===== src/inc/mdsl_pkg.sv =====
// Package: constants and carriers for the motor driver SPI slave link
package mdsl_pkg;
  localparam int MDSL_WORD_BITS = 16;
  localparam int MDSL_MAX_DATA_WORDS = 32;
  localparam logic [7:0] MDSL_CMD_LINK_CHECK = 8'h00;
  localparam logic [7:0] MDSL_CMD_WRITE = 8'h02;
  localparam logic [7:0] MDSL_CMD_READ = 8'h03;
  localparam logic [7:0] MDSL_CMD_ACTIVATE = 8'h08;
  localparam logic [7:0] MDSL_CMD_DEACTIVATE = 8'h09;
  localparam logic [7:0] MDSL_ADDR_STEP = 8'h02;
  localparam logic [15:0] MDSL_RESERVED_HEADER_WORD = 16'h0000;
  localparam int MDSL_CLK_HZ = 10_000_000;
  localparam int MDSL_FRAME_GAP_US = 1000;
  localparam int MDSL_FRAME_GAP_CYC = (MDSL_CLK_HZ / 1_000_000) * MDSL_FRAME_GAP_US;

  // Pins of the serial link as seen by the device
  typedef struct packed {
    logic sel_n;
    logic sck;
    logic mosi;
  } mdsl_pin_in_s;

  typedef struct packed {
    logic miso_out;
    logic miso_oe;
  } mdsl_pin_out_s;

  // Register access request towards the setting registers
  typedef struct packed {
    logic wr;
    logic rd;
    logic [7:0] addr;
    logic [15:0] data;
  } mdsl_reg_req_s;

  typedef enum logic [4:0] {
    MDSL_ST_IDLE = 5'b00001,
    MDSL_ST_HDR0 = 5'b00010,
    MDSL_ST_HDR1 = 5'b00100,
    MDSL_ST_DATA = 5'b01000,
    MDSL_ST_SKIP = 5'b10000
  } mdsl_state_e;
endpackage : mdsl_pkg


===== src/logic/mdsl_sync.sv =====
// Two flip-flop synchroniser for the link pins
`timescale 1ns/1ps
module mdsl_sync #(
  parameter int WIDTH = 3,
  parameter logic [WIDTH-1:0] RESET_VAL = '1
) (
  // System
  input wire logic clk_sys,
  input wire logic rst,
  // Data
  input wire logic [WIDTH-1:0] d_async,
  output logic [WIDTH-1:0] q_sync
);
  logic [WIDTH-1:0] meta_reg;

  if (WIDTH < 1) begin : g_bad_width
    $error("WIDTH must be positive");
  end

  // First stage is read only by the second stage
  always_ff @(posedge clk_sys) begin
    if (rst) begin
      meta_reg <= RESET_VAL;
      q_sync <= RESET_VAL;
    end else begin
      meta_reg <= d_async;
      q_sync <= meta_reg;
    end
  end
endmodule : mdsl_sync


===== src/logic/mdsl_link.sv =====
// Motor driver SPI slave link: mode 3 framing and command decode
`timescale 1ns/1ps
module mdsl_link
  import mdsl_pkg::*;
#(
  parameter int MAX_WORDS = MDSL_MAX_DATA_WORDS
) (
  // System
  input wire logic clk_sys,
  input wire logic rst,
  // Link pins
  input wire logic spi_sel_n,
  input wire logic spi_sck,
  input wire logic spi_mosi,
  output logic spi_miso_out,
  output logic spi_miso_oe,
  // Setting register port
  output mdsl_reg_req_s reg_req,
  input wire logic [15:0] reg_rdata,
  // Driver status words
  input wire logic [15:0] status0,
  input wire logic [15:0] status1,
  // Driver state
  output logic operating,
  output logic frame_error
);
  // Word counter and eight-bit address cannot serve longer fields
  if (MAX_WORDS < 1 || MAX_WORDS > 255) begin : g_bad_max_words
    $error("MAX_WORDS out of range");
  end

  mdsl_pin_in_s pin_raw;
  mdsl_pin_in_s pin_s;
  mdsl_pin_out_s pout;
  logic sck_d_reg;
  logic sel_d_reg;
  logic sck_rise;
  logic sck_fall;
  logic sel_fall;
  logic selected;
  logic [3:0] bit_reg;
  logic [15:0] rx_reg;
  logic [15:0] tx_reg;
  logic [15:0] rx_word;
  logic word_done;
  mdsl_state_e state_reg;
  logic [7:0] cmd_reg;
  logic [7:0] addr_reg;
  logic [8:0] words_reg;
  logic miso_reg;
  logic tx_pending_reg;

  assign pin_raw = '{sel_n: spi_sel_n, sck: spi_sck, mosi: spi_mosi};

  mdsl_sync #(.WIDTH(3), .RESET_VAL(3'h7)) u_sync (
    .clk_sys(clk_sys),
    .rst(rst),
    .d_async(pin_raw),
    .q_sync(pin_s)
  );

  always_ff @(posedge clk_sys) begin
    if (rst) begin
      sck_d_reg <= 1'b1;
      sel_d_reg <= 1'b1;
    end else begin
      sck_d_reg <= pin_s.sck;
      sel_d_reg <= pin_s.sel_n;
    end
  end

  assign selected = !pin_s.sel_n;
  // Edges count only while selected, so idle bus chatter is dropped
  assign sck_rise = selected && pin_s.sck && !sck_d_reg;
  assign sck_fall = selected && !pin_s.sck && sck_d_reg;
  assign sel_fall = !pin_s.sel_n && sel_d_reg;
  assign rx_word = {rx_reg[14:0], pin_s.mosi};
  assign word_done = sck_rise && (bit_reg == 4'hF);

  function automatic logic known_cmd(input logic [7:0] c);
    known_cmd = (c == MDSL_CMD_WRITE) || (c == MDSL_CMD_READ) || (c == MDSL_CMD_ACTIVATE) ||
                (c == MDSL_CMD_DEACTIVATE) || (c == MDSL_CMD_LINK_CHECK);
  endfunction : known_cmd

  // Bit counter and receive shifter
  always_ff @(posedge clk_sys) begin
    if (rst || sel_fall) begin
      bit_reg <= 4'h0;
      rx_reg <= 16'h0000;
    end else if (sck_rise) begin
      bit_reg <= bit_reg + 4'h1;
      rx_reg <= rx_word;
    end
  end

  // Frame sequencer
  always_ff @(posedge clk_sys) begin
    if (rst) begin
      state_reg <= MDSL_ST_IDLE;
      cmd_reg <= 8'h00;
      addr_reg <= 8'h00;
      words_reg <= 9'h000;
      frame_error <= 1'b0;
    end else if (sel_fall) begin
      state_reg <= MDSL_ST_HDR0;
      words_reg <= 9'h000;
      frame_error <= 1'b0;
    end else if (!selected) begin
      state_reg <= MDSL_ST_IDLE;
    end else if (word_done) begin
      case (state_reg)
        MDSL_ST_HDR0: begin
          cmd_reg <= rx_word[15:8];
          addr_reg <= {rx_word[7:1], 1'b0};
          state_reg <= MDSL_ST_HDR1;
        end
        MDSL_ST_HDR1: begin
          state_reg <= known_cmd(cmd_reg) ? MDSL_ST_DATA : MDSL_ST_SKIP;
        end
        MDSL_ST_DATA: begin
          words_reg <= words_reg + 9'h001;
          if (words_reg < 9'(MAX_WORDS)) begin
            addr_reg <= addr_reg + MDSL_ADDR_STEP;
          end else begin
            // Overlong data fields are dropped and flagged
            frame_error <= 1'b1;
          end
        end
        MDSL_ST_SKIP: begin
          state_reg <= MDSL_ST_SKIP;
        end
        default: begin
          state_reg <= MDSL_ST_IDLE;
        end
      endcase
    end
  end

  // Operation state, changed once the header is complete
  always_ff @(posedge clk_sys) begin
    if (rst) begin
      operating <= 1'b0;
    end else if (word_done && state_reg == MDSL_ST_HDR1) begin
      if (cmd_reg == MDSL_CMD_ACTIVATE) begin
        operating <= 1'b1;
      end else if (cmd_reg == MDSL_CMD_DEACTIVATE) begin
        operating <= 1'b0;
      end
    end
  end

  // Register requests: write after each of the first MAX_WORDS data words, read ahead of it
  always_ff @(posedge clk_sys) begin
    if (rst) begin
      reg_req <= '0;
    end else begin
      reg_req.wr <= 1'b0;
      reg_req.rd <= 1'b0;
      if (word_done && state_reg == MDSL_ST_DATA && words_reg < 9'(MAX_WORDS) &&
          cmd_reg == MDSL_CMD_WRITE) begin
        reg_req.wr <= 1'b1;
        reg_req.addr <= addr_reg;
        reg_req.data <= rx_word;
      end else if (word_done && cmd_reg == MDSL_CMD_READ &&
                   (state_reg == MDSL_ST_HDR1 || state_reg == MDSL_ST_DATA)) begin
        reg_req.rd <= 1'b1;
        reg_req.addr <= (state_reg == MDSL_ST_HDR1) ? addr_reg : addr_reg + MDSL_ADDR_STEP;
      end
    end
  end

  // Transmit shifter; read data lands one cycle after the request
  always_ff @(posedge clk_sys) begin
    if (rst) begin
      tx_reg <= 16'h0000;
      miso_reg <= 1'b1;
      tx_pending_reg <= 1'b0;
    end else if (sel_fall) begin
      // First falling edge shifts bit 15 out again, as for every later word
      tx_reg <= status0;
      miso_reg <= status0[15];
      tx_pending_reg <= 1'b0;
    end else begin
      tx_pending_reg <= reg_req.rd;
      if (word_done && state_reg == MDSL_ST_HDR0) begin
        tx_reg <= status1;
      end else if (word_done) begin
        tx_reg <= 16'h0000;
      end else if (tx_pending_reg) begin
        tx_reg <= reg_rdata;
      end else if (sck_fall) begin
        miso_reg <= tx_reg[15];
        tx_reg <= {tx_reg[14:0], 1'b0};
      end
    end
  end

  // Push-pull while selected, released otherwise for a shared line
  assign pout = '{miso_out: miso_reg, miso_oe: selected};
  assign spi_miso_out = pout.miso_out;
  assign spi_miso_oe = pout.miso_oe;
endmodule : mdsl_link


===== config.mk =====
export PLATFORM = sky130hd
export DESIGN_NAME = mdsl_link
export DESIGN_NICKNAME = d
export VERILOG_FILES = /design/src/inc/mdsl_pkg.sv /design/src/logic/mdsl_sync.sv /design/src/logic/mdsl_link.sv
export SDC_FILE = /design/constraint.sdc
export NUM_CORES = 1
export LEC_CHECK = 0
export ABC_AREA = 1
export CORE_MARGIN = 10
export CORE_UTILIZATION = 45
export CTS_CLUSTER_DIAMETER = 120
export DETAILED_ROUTE_END_ITERATION = 8
export DONT_BUFFER_PORTS = 1
export PLACE_DENSITY = 0.6
export SLEW_MARGIN = 10
export SYNTH_ARGS = -nofsm -noshare
export SYNTH_HDL_FRONTEND = slang
export SYNTH_SLANG_ARGS = --single-unit

===== constraint.sdc =====
create_clock -name clk_sys -period 3.6 [get_ports clk_sys]
set_input_delay 0.9 -clock clk_sys [delete_from_list [all_inputs] [get_ports clk_sys]]
set_output_delay 0.9 -clock clk_sys [all_outputs]
set_load 0.02 [all_outputs]

# Word level (Yosys, flattened, before mapping)
# Index checks and enable logic that the tools add are counted.
# classes
n_reduce_logical	40
eq_ne	14
n_lt_le_gt_ge	1
muxes	23
add_sub_neg	3
bitwise	4
# ops
cell	count
16-bit 2-to-1 mux	5
8-bit 2-to-1 mux	3
5-bit one-hot mux with 4 select lines	1
8-bit by 2-bit == test with 1-bit output, second input constant	2
8-bit by 4-bit == test with 1-bit output, second input constant	2
8-bit one-hot mux with 2 select lines	1
1-bit logical AND	13
4-bit AND reduction	3
9-bit by 1-bit adder with 9-bit output, second input constant	1
9-bit by 6-bit < comparator with 1-bit output, second input constant	1
9-bit 2-to-1 mux	1
8-bit by 2-bit adder with 8-bit output, second input constant	1
8-bit zero test	1
1-bit 2-to-1 mux	8
2-bit != test, second input constant	4
2-bit nonzero test	4
1-bit logical OR	6
2-bit 2-to-1 mux	3
2-bit AND reduction	3
5-bit by 2-bit == test with 1-bit output, second input constant	1
5-bit by 3-bit == test with 1-bit output, second input constant	1
5-bit by 4-bit == test with 1-bit output, second input constant	1
5-bit == test, second input constant	1
5-bit 2-to-1 mux	1
other kinds (11)	17
# word_totals
output_inout_bits	30
elab_cells	105
reg_bits	103
input_bits	53

# Depth between registers and ports, before layout
# Gate-level depths: netlist (run 1).
# logic_depth
ltp_word	10
ltp_mapped	11

# Modules after synthesis
# From an unflattened synthesis (run 1), not the netlist that was laid out.
# unflattened
cells_unflattened	713
area_unflattened_um2	4875.9
# by_module_without_submodules
module	area_per_inst_um2	seq_area_each_um2	cells_per_inst	n_inst
mdsl_link	4707.0	1901.8	694	1
mdsl_sync	168.9	120.1	19	1

# Least setup slack after synthesis (run 1)
# Ideal clock, no wire load.
# synth_timing
path_type	input -> register
start	in rst
end	reg reg_req[21] in the netlist's numbering
t_required_ps	3487
setup_ps	113
arrival_ps	1814
path_slack_ps	1672
stages	7
cell_sequence	clkbuf_1 > inv_1 > nand2_2 > inv_2 > buf_6 > nand3_1 > nand2_1
# synth_rtl
item	line_no	source
from (decl)	mdsl_link.sv:10	input wire logic rst,
to (decl)	mdsl_link.sv:18	output mdsl_reg_req_s reg_req,

# Worst setup path after layout (run 1)
# layout_timing
start	reg u_sync.q_sync[2]
end	reg cmd_reg[2]
# layout_via
elab_chain_len	5
elab_cells_between_ends	8
# layout_rtl
item	line_no	source
from (decl)	mdsl_sync.sv:12	output logic [WIDTH-1:0] q_sync
from (signal assigned)	mdsl_sync.sv:27	q_sync <= meta_reg;
1-bit zero test (*)	mdsl_link.sv:72	assign selected = !pin_s.sel_n;
via spi_miso_oe	mdsl_link.sv:16	output logic spi_miso_oe,
1-bit logical AND (2 in series)	mdsl_link.sv:74	assign sck_rise = selected && pin_s.sck && !sck_d_reg;
1-bit logical AND	mdsl_link.sv:78	assign word_done = sck_rise && (bit_reg == 4'hF);
4-bit AND reduction (no line) (*)	--	
to (signal assigned)	mdsl_link.sv:113	cmd_reg <= rx_word[15:8];
to (decl)	mdsl_link.sv:47	logic [7:0] cmd_reg;
# Mark *: on every way through the listed nets, which the timed path passes. The rest lies on a longest branch.
# A chain may end at the register's enable or synchronous reset.

==> parameters.txt, run 1 <==
Parameter                              Value

Status
  Result of the run    finished, final reports clean

Yosys
  Proportion of synthesized area in mux cells    0
  Simple logic cell fraction of the synthesized area    0.285
  Synthesized net count    740
  Synth cell types    39
  Number of warnings issued by yosys    0
  Proportion of synthesized chip area in sequential cells    0.418
  Number of standard cells after synthesis    684
  Dominant combinational cell family by area after synthesis    simple AND/OR/NAND/NOR gates
  Average footprint of a synthesized cell    7.08 µm²
  Mapped cell area    4840 µm²
  Post-synthesis adder-cell area fraction    0.00775
  Post-synthesis share of cell area spent on xor and xnor gates    0.00543
  Number of synthesized register bits    101
  Synth Area in Compound Gates    0.194

Critical path
  Startpoint types    register
  Slack of the worst reg-to-reg path    1.32 ns
  Slowest CP cell    sky130_fd_sc_hd__dfxtp_1
  Worst EP required    3.86 ns
  Setup Crit Path Kind    register to register
  Cell-by-cell trace of the critical path    inv_2 -> nand3b_4 -> nor2_4 -> nand2_2 -> inv_2 -> nand2_1 -> o21ai_1 -> a21oi_1
  Maximum fanout along the worst path    34
  Critical path buffer and inverter count    2
  CP max stage delay    0.34 ns
  CP Capture Type    register
  Critical path's top delay family    simple AND/OR/NAND/NOR gates
  Critical path arrival    2.54 ns
  Cell seen most often among critical-path stages    sky130_fd_sc_hd__inv_2

STA
  Final hold violations    0
  Final slew viol count    0
  Final setup TNS    0 ns
  Highest Clock Rate    0.439 GHz
  Number of failing setup endpoints in the final timing report    0
  Setup repair after global routing missed its margin    false
  Slew margin rel.    0.507
  Post-Route Hold Slack    0.410 ns
  Slew of the pin with the lowest slew margin    0.737 ns
  Post-route clock skew    0.0137 ns
  Period minus WS final    2.28 ns
  Period utilization    0.632

GRT
  Pin count of the biggest net entering global routing    35
  Wire length of the first global-routing pass    19700 µm
  Via count of the first global-routing pass    3953
  Number of antenna violations at the first check in global routing    0
  GRT Resource Usage Total    0.159
  Remaining Overflow, GRT    0

Placement
  Port buffer count    0
  Routability congestion estimate    0.856
  Placed cell area    4890 µm²
  Detailed-placement wirelength estimate    8690 µm

Routing
  Count of vias placed by the detailed router    4274
  Via density per instance    5.28
  Total wire length after detailed routing    12200 µm
  Post-detailed-route DRC marker count    0
  ANT nets after route    0
  Number of violations reported at the end of detailed-routing iteration 0    307
  TritonRoute pass-1 iters    5
  Routed len/inst    15.1 µm

Layout
  Net total in the final layout    725
  Most common cell after layout, fill and taps aside    sky130_fd_sc_hd__nand2_1
  Post-route cell area    5080 µm²
  Commonest non-fill, non-tap cells in the layout    sky130_fd_sc_hd__nand2_1 (168), sky130_fd_sc_hd__dfxtp_1 (101), sky130_fd_sc_hd__a21oi_1 (79)
  Layout overhead on the synthesized area    4.91%
  Max reg flops    25
  Antenna Diode Count    0
  Number of fill cells in the layout    1074
  Share of layout cells above drive strength 1    0.0979

Floorplan
  Vertical extent of the die    124 µm
  Overall die area    15300 µm²
  Area of the core region    10400 µm²
  Overall die width    124 µm
  Starting density of the core    0.465
  Cell row count    37
  # IOs    83

Clock network
  CTS HTree Levels    3
  TritonCTS clock tree    built
  Source-to-sink clock delay at the later pin of the worst-skew pair    0.37 ns
  Clock net sink count    101
  Inserted Clock Buffers    9
  Post-CTS sizing    0
  Post-CTS Setup Bufs    0
  Clock Root Buffer    sky130_fd_sc_hd__clkbuf_8
  Post-CTS clock slew at the launch and capture registers of the worst setup and hold paths    0.11 ns
  Hold_buf cts    0
  Max Buffers Root-to-Sink    2

Power
  LEAKAGE    2.11 nW
  Maximum ir drop on the vdd rail    0.185 mV
  Post-route total power    1.94 mW
  Power per unit of standard cell area    382 nW/µm²

Min path
  Hold WC Path Type    register to register

Flow run
  Maxcap violations    0
==> cell families after synthesis <==
| group | after synthesis |
|---|---|
| simple gates | 301 |
| flops | 101 |
| fa+ha+maj | 3 |
| compound gates | 170 |
| buf+inv | 105 |
| other cells | 1 |
| xor+xnor | 3 |
==> path summary, 6_finish.rpt <==
kind                                         start                to  depth (start not counted)
worst min register to register  u_sync.meta_reg[0]  u_sync.q_sync[0]                          1
worst min-delay path            u_sync.meta_reg[0]  u_sync.q_sync[0]                          1
worst max-delay path              u_sync.q_sync[2]        cmd_reg[2]                          8
worst max register to register    u_sync.q_sync[2]        cmd_reg[2]                          8
==> worst register-to-register path: cells and delay by family (launching register included) <==
| family | cells | cell delay (ns) |
|---|---|---|
| and+or+nand+nor | 4 | 1.04 |
| buffers and inverters | 2 | 0.52 |
| DFF | 1 | 0.34 |
| AOI/OAI and AO/OA | 2 | 0.27 |
==> where the power goes <==
group	internal, mW	switching [mW]
combinational	0.0306	0.0590
clock	0.268	0.438
sequential	1.13	0.00967
==> final cells by class <==
cell class | count | area (µm²) | share of cell area
flip-flops and latches | 101 | 2020 | 0.398
multi-input cells | 478 | 2380 | 0.469
clock inverters | 7 | 62.6 | 0.0123
repair buffers | 5 | 37.5 | 0.00739
well taps | 136 | 170 | 0.0335
clock buffers | 9 | 124 | 0.0244
inverters | 74 | 280 | 0.0552
==> Yosys cell counts <==
cell	n	area, µm²
sky130_fd_sc_hd__a21oi_1	79	395
sky130_fd_sc_hd__o21a_1	1	7.51
sky130_fd_sc_hd__nand2_1	168	631
sky130_fd_sc_hd__nor3_1	2	10.0
sky130_fd_sc_hd__o21ai_2	10	87.6
sky130_fd_sc_hd__buf_2	5	25.0
sky130_fd_sc_hd__nor2_1	53	199
sky130_fd_sc_hd__nor2_4	3	33.8
sky130_fd_sc_hd__clkinv_1	1	3.75
sky130_fd_sc_hd__and3_1	1	6.26
sky130_fd_sc_hd__nor2_8	2	40.0
sky130_fd_sc_hd__inv_4	1	6.26
sky130_fd_sc_hd__o21bai_1	1	7.51
sky130_fd_sc_hd__buf_6	4	45.0
sky130_fd_sc_hd__nor2_2	3	18.8
sky130_fd_sc_hd__ha_1	3	37.5
sky130_fd_sc_hd__conb_1	1	3.75
sky130_fd_sc_hd__nand3b_1	4	30.0
sky130_fd_sc_hd__o21ai_1	2	10.0
sky130_fd_sc_hd__inv_1	67	251
sky130_fd_sc_hd__o22ai_1	1	6.26
sky130_fd_sc_hd__nand3_4	2	35.0
sky130_fd_sc_hd__inv_2	5	18.8
sky130_fd_sc_hd__buf_4	1	7.51
sky130_fd_sc_hd__nand4_1	8	50.1
sky130_fd_sc_hd__and2_2	1	7.51
sky130_fd_sc_hd__xor2_1	1	8.76
sky130_fd_sc_hd__nand2_4	2	22.5
sky130_fd_sc_hd__clkbuf_1	19	71.3
sky130_fd_sc_hd__nand3_1	36	180
sky130_fd_sc_hd__nand2_2	7	43.8
sky130_fd_sc_hd__or2_2	8	50.1
sky130_fd_sc_hd__a21boi_0	1	7.51
sky130_fd_sc_hd__dfxtp_1	101	2020
sky130_fd_sc_hd__nand3b_4	1	20.0
sky130_fd_sc_hd__o21ai_0	59	295
sky130_fd_sc_hd__buf_1	2	7.51
sky130_fd_sc_hd__xnor2_1	2	17.5
sky130_fd_sc_hd__o211ai_1	16	120
==> per-stage QoR <==
| step | utilization | setup slack, ns | std cells |
|---|---|---|---|
| 2_1_floorplan | - | 1.67 | 684 |
| 3_3_place_gp | 0.470 | 1.35 | 794 |
| 3_5_place_dp | 0.470 | 1.29 | 794 |
| 4_1_cts | 0.488 | 1.29 | 810 |
| 5_1_grt | 0.488 | 1.04 | 810 |
| 6_report | 0.488 | 1.32 | 810 |
==> per-layer routing <==
layer	vias up	routed length (µm)	track usage
met3	10	878	0.0475
li1	2193	-	-
met1	1954	5540	0.206
met5	-	0	0
met4	0	110	0.0509
met2	117	5670	0.250
(Power assumes the default switching activity.)
==> run 2, diff against run 1 <==
==> constraint.sdc (replaced) <==
create_clock -name clk_sys -period 2.4 [get_ports clk_sys]
set_input_delay 0.6 -clock clk_sys [delete_from_list [all_inputs] [get_ports clk_sys]]
set_output_delay 0.6 -clock clk_sys [all_outputs]
set_load 0.02 [all_outputs]
==> parameters.txt, run 2 (synthesis gave the netlist of run 1 again) <==
Parameter                              Value

GRT
  Number of antenna violations at the first check in global routing    0 (unchanged)
  Pin count of the biggest net entering global routing    34 (-2.9%)
  Via count of the first global-routing pass    3999 (+1.2%)
  Wire length of the first global-routing pass    19400 µm (-1.5%)
  GRT Resource Usage Total    0.155 (-0.00377)
  Remaining Overflow, GRT    0 (unchanged)

Critical path
  Maximum fanout along the worst path    20 (-41%)
  Cell-by-cell trace of the critical path    ha_1 -> nand3_1 -> inv_1 -> nand2_4 -> nor2_8 -> nand2_4 -> nand2_2 -> inv_2 -> nand2_1 -> o21ai_0
  CP Capture Type    register
  Reg-to-Reg Start    bit_reg[0]
  Critical path launch point    bit_reg[0]
  Worst EP required    2.67 ns (-1.19 ns)
  Critical path arrival    2.21 ns (-0.33 ns)
  Slack of the worst reg-to-reg path    0.46 ns (-0.86 ns)
  Endpoint of the worst setup timing path    reg_req[4]
  Path depth of the worst reg2reg path    10 (+2)
  Slowest CP cell    sky130_fd_sc_hd__dfxtp_1
  CP max stage delay    0.38 ns (+0.04 ns)
  Startpoint types    register
  Cell seen most often among critical-path stages    sky130_fd_sc_hd__nand2_4
  Worst reg2reg path endpoint    reg_req[4]
  Setup Crit Path Kind    register to register

Clock network
  Post-CTS clock slew at the launch and capture registers of the worst setup and hold paths    0.11 ns (about the same)
  Post-CTS Setup Bufs    0 (unchanged)
  Max Buffers Root-to-Sink    2 (unchanged)
  Source-to-sink clock delay at the later pin of the worst-skew pair    0.38 ns (about the same)
  Clock net sink count    101 (unchanged)
  CTS HTree Levels    3 (unchanged)
  Clock Root Buffer    sky130_fd_sc_hd__clkbuf_8
  Inserted Clock Buffers    9 (unchanged)
  TritonCTS clock tree    built
  Post-CTS sizing    0 (unchanged)
  Hold_buf cts    0 (unchanged)

STA
  Highest Clock Rate    0.516 GHz (+17%)
  Post-route clock skew    0.0149 ns (+0.00119 ns)
  Period utilization    0.808 (+0.175)
  Number of failing setup endpoints in the final timing report    0 (unchanged)
  Final hold violations    0 (unchanged)
  Setup repair after global routing missed its margin    false
  Final slew viol count    0 (unchanged)
  Slew of the pin with the lowest slew margin    0.548 ns (-0.188 ns)
  Period minus WS final    1.94 ns (-0.338 ns)
  Final setup TNS    0 ns (unchanged)
  Post-Route Hold Slack    0.289 ns (-0.122 ns)
  Slew margin rel.    0.633 (+0.126)
  Final worst slack    0.462 ns (-0.862 ns)

Floorplan
  Overall die width    124 µm (unchanged)
  Overall die area    15300 µm² (unchanged)
  # IOs    83 (unchanged)
  Area of the core region    10400 µm² (unchanged)
  Starting density of the core    0.465 (unchanged)
  Vertical extent of the die    124 µm (unchanged)
  Cell row count    37 (unchanged)

Layout
  Commonest non-fill, non-tap cells in the layout    sky130_fd_sc_hd__nand2_1 (168), sky130_fd_sc_hd__dfxtp_1 (101), sky130_fd_sc_hd__a21oi_1 (79)
  Post-route cell area    5160 µm² (+1.5%)
  Antenna Diode Count    0 (unchanged)
  Share of layout cells above drive strength 1    0.105 (+0.00664)
  Max reg flops    25 (unchanged)
  Final core utilization    0.495 (+0.00745)
  Number of fill cells in the layout    1048 (-2.4%)
  Layout overhead on the synthesized area    6.51%
  Most common cell after layout, fill and taps aside    sky130_fd_sc_hd__nand2_1
  Total area of multi-input combinational cells    2380 µm² (unchanged)
  Number of cells in the finished layout apart from fillers    815 (+0.62%)
  Net total in the final layout    730 (+0.69%)
  Sequential Area    2020 µm² (unchanged)

Routing
  Routed length on met3    939 µm (+6.9%)
  Length of routed met2 wiring    5580 µm (-1.5%)
  TritonRoute pass-1 iters    4 (-1)
  Post-detailed-route DRC marker count    0 (unchanged)
  Total wire length after detailed routing    11800 µm (-3.1%)
  Number of violations reported at the end of detailed-routing iteration 0    290 (-5.5%)
  Via density per instance    5.20 (-1.5%)
  Count of vias placed by the detailed router    4236 (-0.89%)
  ANT nets after route    0 (unchanged)
  Uppermost metal layer occupied by signal nets    met4
  Sum of routed wire segments on met1    5170 µm (-6.8%)
  Routed len/inst    14.5 µm (-3.7%)

Power
  Internal    2.35 mW (+64%)
  Maximum ir drop on the vdd rail    0.324 mV (+75%)
  Combinational cell fraction of total power    0.044 (-0.002)
  Power dissipated by switching net loads    735 µW (+45%)
  Post-route total power    3.09 mW (+59%)
  Fraction of power consumed by sequential logic    0.555 (-0.035)
  Clock network power share    0.401 (+0.037)
  LEAKAGE    2.16 nW (+2.3%)
  Power per unit of standard cell area    599 nW/µm² (+57%)
  Switching Share    0.238 (-0.0235)

Flow run
  Maxcap violations    0 (unchanged)

Placement
  Routability congestion estimate    0.852 (-0.41%)
  Number of instances in the placed design    799 (+0.63%)
  Port buffer count    0 (unchanged)
  Detailed-placement wirelength estimate    8600 µm (-1.0%)
  Placed cell area    4930 µm² (+0.77%)
  Worst setup slack before clock tree synthesis    0.443 ns (-0.847 ns)

Min path
  Hold WC Path Type    primary input to register

Status
  Result of the run    finished, final reports clean
## run 2: cell types whose count changed in the layout (fill, tap and decap cells not counted)
cell                         before  now
sky130_fd_sc_hd__clkinv_2         0    1
sky130_fd_sc_hd__bufinv_16        0    2
sky130_fd_sc_hd__buf_4            5   10
sky130_fd_sc_hd__inv_6            4    3
sky130_fd_sc_hd__clkinv_4         1    0
sky130_fd_sc_hd__clkinvlp_4       1    0
## run 2: worst min path at each step
| stage | cells past startpoint | start | end |
|---|---|---|---|
| floorplan | 1 | u_sync.meta_reg[0] | u_sync.q_sync[0] |
| global placement | 1 | u_sync.meta_reg[2] | u_sync.q_sync[2] |
| detailed placement | 1 | u_sync.meta_reg[0] | u_sync.q_sync[0] |
| CTS | 1 | rst | cmd_reg[6] |
| global route | 1 | rst | cmd_reg[6] |
| finish | 1 | rst | cmd_reg[7] |
## run 2: area by class of cell
| type | count | area share |
|---|---|---|
| clock buffer | 9 | 0.0240 |
| tap | 136 | 0.0330 |
| timing repair buffer | 10 | 0.0146 |
| clock inverter | 7 | 0.0199 |
| inverter | 74 | 0.0544 |
| sequential | 101 | 0.392 |
| multi-input combinational | 478 | 0.462 |
## run 2: metal layers
metal  track usage  up-vias
met5             0        -
met3        0.0566        9
li1              -     2213
met1         0.188     1924
met2         0.255       90
met4        0.0429        0
## run 2: worst max-delay path, delay by kind of cell, from the launching register on
kind,cells,cell delay (ns)
compound gates,1,0.08
flops,1,0.38
buf+inv,2,0.27
simple gates,6,0.90
fa+ha+maj,1,0.20
## run 2: power by group through the flow
stage / logic (mW) / registers (mW) / clock network, mW
finish: 0.136 / 1.71 / 1.24
CTS: 0.137 / 1.71 / 1.27
global placement: 0.134 / 1.75 / 0
floorplan: 0.115 / 1.75 / 0
detailed placement: 0.136 / 1.75 / 0
global route: 0.156 / 1.72 / 1.34
==> run 3, diff against run 2 <==
==> constraint.sdc (replaced) <==
create_clock -name clk_sys -period 2 [get_ports clk_sys]
set_input_delay 0.5 -clock clk_sys [delete_from_list [all_inputs] [get_ports clk_sys]]
set_output_delay 0.5 -clock clk_sys [all_outputs]
set_load 0.02 [all_outputs]
==> parameters.txt, run 3 (synthesis gave the netlist of run 1 again) <==
Parameter                              Value

Status
  Result of the run    finished, final reports clean

Min path
  Hold path cells    1 (unchanged)
  Hold WC Path Type    primary input to register
  Worst hold start    rst

Power
  Internal    2.85 mW (+21%)
  Power dissipated by switching net loads    873 µW (+19%)
  Clock network power share    0.402 (about the same)
  Maximum ir drop on the vdd rail    0.327 mV (+1.0%)
  Fraction of power consumed by sequential logic    0.553 (-0.002)
  Switching Share    0.235 (-0.00338)
  Power per unit of standard cell area    711 nW/µm² (+19%)
  LEAKAGE    2.19 nW (+1.5%)
  Combinational cell fraction of total power    0.045 (about the same)

Layout
  Antenna Diode Count    0 (unchanged)
  Max reg flops    25 (unchanged)
  Number of fill cells in the layout    1036 (-1.1%)
  Share of layout cells above drive strength 1    0.115 (+0.0106)
  Most common cell after layout, fill and taps aside    sky130_fd_sc_hd__nand2_1
  Post-route cell area    5240 µm² (+1.5%)
  Commonest non-fill, non-tap cells in the layout    sky130_fd_sc_hd__nand2_1 (168), sky130_fd_sc_hd__dfxtp_1 (101), sky130_fd_sc_hd__a21oi_1 (79)
  Net total in the final layout    737 (+0.96%)
  Layout overhead on the synthesized area    8.14%
  Number of cells in the finished layout apart from fillers    822 (+0.86%)

Floorplan
  Cell row count    37 (unchanged)
  Area of the core region    10400 µm² (unchanged)
  Starting density of the core    0.465 (unchanged)
  Overall die area    15300 µm² (unchanged)
  Overall die width    124 µm (unchanged)
  # IOs    83 (unchanged)
  Vertical extent of the die    124 µm (unchanged)

STA
  Period utilization    0.890 (+0.0821)
  Post-route clock skew    0.0156 ns (+0.000726 ns)
  Post-Route Hold Slack    0.181 ns (-0.107 ns)
  Highest Clock Rate    0.562 GHz (+8.9%)
  Final slew viol count    0 (unchanged)
  Final setup TNS    0 ns (unchanged)
  Period minus WS final    1.78 ns (-0.159 ns)
  Number of failing setup endpoints in the final timing report    0 (unchanged)
  Final hold violations    0 (unchanged)
  Setup repair after global routing missed its margin    false

Clock network
  Max Buffers Root-to-Sink    2 (unchanged)
  TritonCTS clock tree    built
  Post-CTS sizing    0 (unchanged)
  Clock Root Buffer    sky130_fd_sc_hd__clkbuf_8
  Source-to-sink clock delay at the later pin of the worst-skew pair    0.38 ns (about the same)
  CTS HTree Levels    3 (unchanged)
  Inserted Clock Buffers    9 (unchanged)
  Post-CTS clock slew at the launch and capture registers of the worst setup and hold paths    0.11 ns (about the same)
  Clock net sink count    101 (unchanged)
  Post-CTS Setup Bufs    0 (unchanged)
  Hold_buf cts    0 (unchanged)

GRT
  Remaining Overflow, GRT    0 (unchanged)
  GRT Resource Usage Total    0.159 (+0.00376)
  Wire length of the first global-routing pass    19900 µm (+2.5%)
  Number of antenna violations at the first check in global routing    0 (unchanged)
  Via count of the first global-routing pass    4042 (+1.1%)
  Pin count of the biggest net entering global routing    34 (unchanged)

Routing
  Post-detailed-route DRC marker count    0 (unchanged)
  Via density per instance    5.17 (-0.59%)
  Total wire length after detailed routing    12100 µm (+2.0%)
  Count of vias placed by the detailed router    4247 (+0.26%)
  Routed len/inst    14.7 µm (+1.1%)
  ANT nets after route    0 (unchanged)
  TritonRoute pass-1 iters    4 (unchanged)
  Number of violations reported at the end of detailed-routing iteration 0    289 (-0.34%)

Critical path
  Critical path arrival    2.06 ns (-0.15 ns)
  Critical path launch point    bit_reg[1]
  Path depth of the worst reg2reg path    10 (unchanged)
  Setup Crit Path Kind    register to register
  CP Capture Type    register
  Startpoint types    register
  Reg-to-Reg Start    bit_reg[1]
  Worst EP required    2.28 ns (-0.39 ns)
  Maximum fanout along the worst path    10 (-50%)

Placement
  Port buffer count    0 (unchanged)
  Number of instances in the placed design    806 (+0.88%)
  Detailed-placement wirelength estimate    8750 µm (+1.8%)
  Placed cell area    4990 µm² (+1.3%)
  Routability congestion estimate    0.834 (-2.1%)

Flow run
  Maxcap violations    0 (unchanged)
## run 3: worst max-delay path, cell delays in order, from the launching register on
cell and delay, ns:
sky130_fd_sc_hd__dfxtp_1 0.37, sky130_fd_sc_hd__ha_1 0.19, sky130_fd_sc_hd__nand3_1 0.15, sky130_fd_sc_hd__nor2_4 0.23, sky130_fd_sc_hd__nand2_2 0.19, sky130_fd_sc_hd__nand2_1 0.12, sky130_fd_sc_hd__nand2_2 0.13, sky130_fd_sc_hd__nand2_1 0.12
sky130_fd_sc_hd__nand2_1 0.05, sky130_fd_sc_hd__nor2_1 0.09, sky130_fd_sc_hd__nor2_1 0.04
## run 3: area by class of cell
cell class                      count  area [µm²]  area share
Tap cell                          136         170      0.0325
Multi-Input combinational cell    478        2390       0.456
Sequential cell                   101        2020       0.386
Inverter                           74         284      0.0543
Timing Repair Buffer               17         140      0.0268
Clock inverter                      6        93.8      0.0179
Clock buffer                       10         138      0.0263
## run 3: worst paths after layout
| path | slack [ns] | to |
|---|---|---|
| worst min-delay path | 0.18 | cmd_reg[3] |
| worst max-delay path | 0.22 | reg_req[19] |
| worst min register to register | 0.41 | u_sync.q_sync[1] |
| worst max register to register | 0.22 | reg_req[19] |
## run 3: routing by layer
| metal | wire (µm) | up-vias | GRT usage |
|---|---|---|---|
| met2 | 5560 | 81 | 0.248 |
| li1 | - | 2220 | - |
| met3 | 806 | 11 | 0.0443 |
| met5 | 0 | - | 0 |
| met4 | 155 | 0 | 0.0582 |
| met1 | 5530 | 1935 | 0.206 |
## run 3: power by group through the flow
stage	Sequential [mW]	Clock, mW	Combinational, mW
after floorplan	2.10	0	0.138
after global placement	2.10	0	0.165
after detailed placement	2.10	0	0.168
after CTS	2.06	1.53	0.169
after global routing	2.06	1.61	0.194
final	2.06	1.50	0.169
## run 3: metrics by stage
stage          worst slack (ns)  utilization  power, mW
5_1_grt                  0.0107        0.503       3.86
4_1_cts                   0.193        0.502       3.76
3_5_place_dp              0.194        0.480       2.27
3_3_place_gp              0.281        0.480       2.27
6_report                  0.221        0.503       3.72
2_1_floorplan             0.408            -       2.24
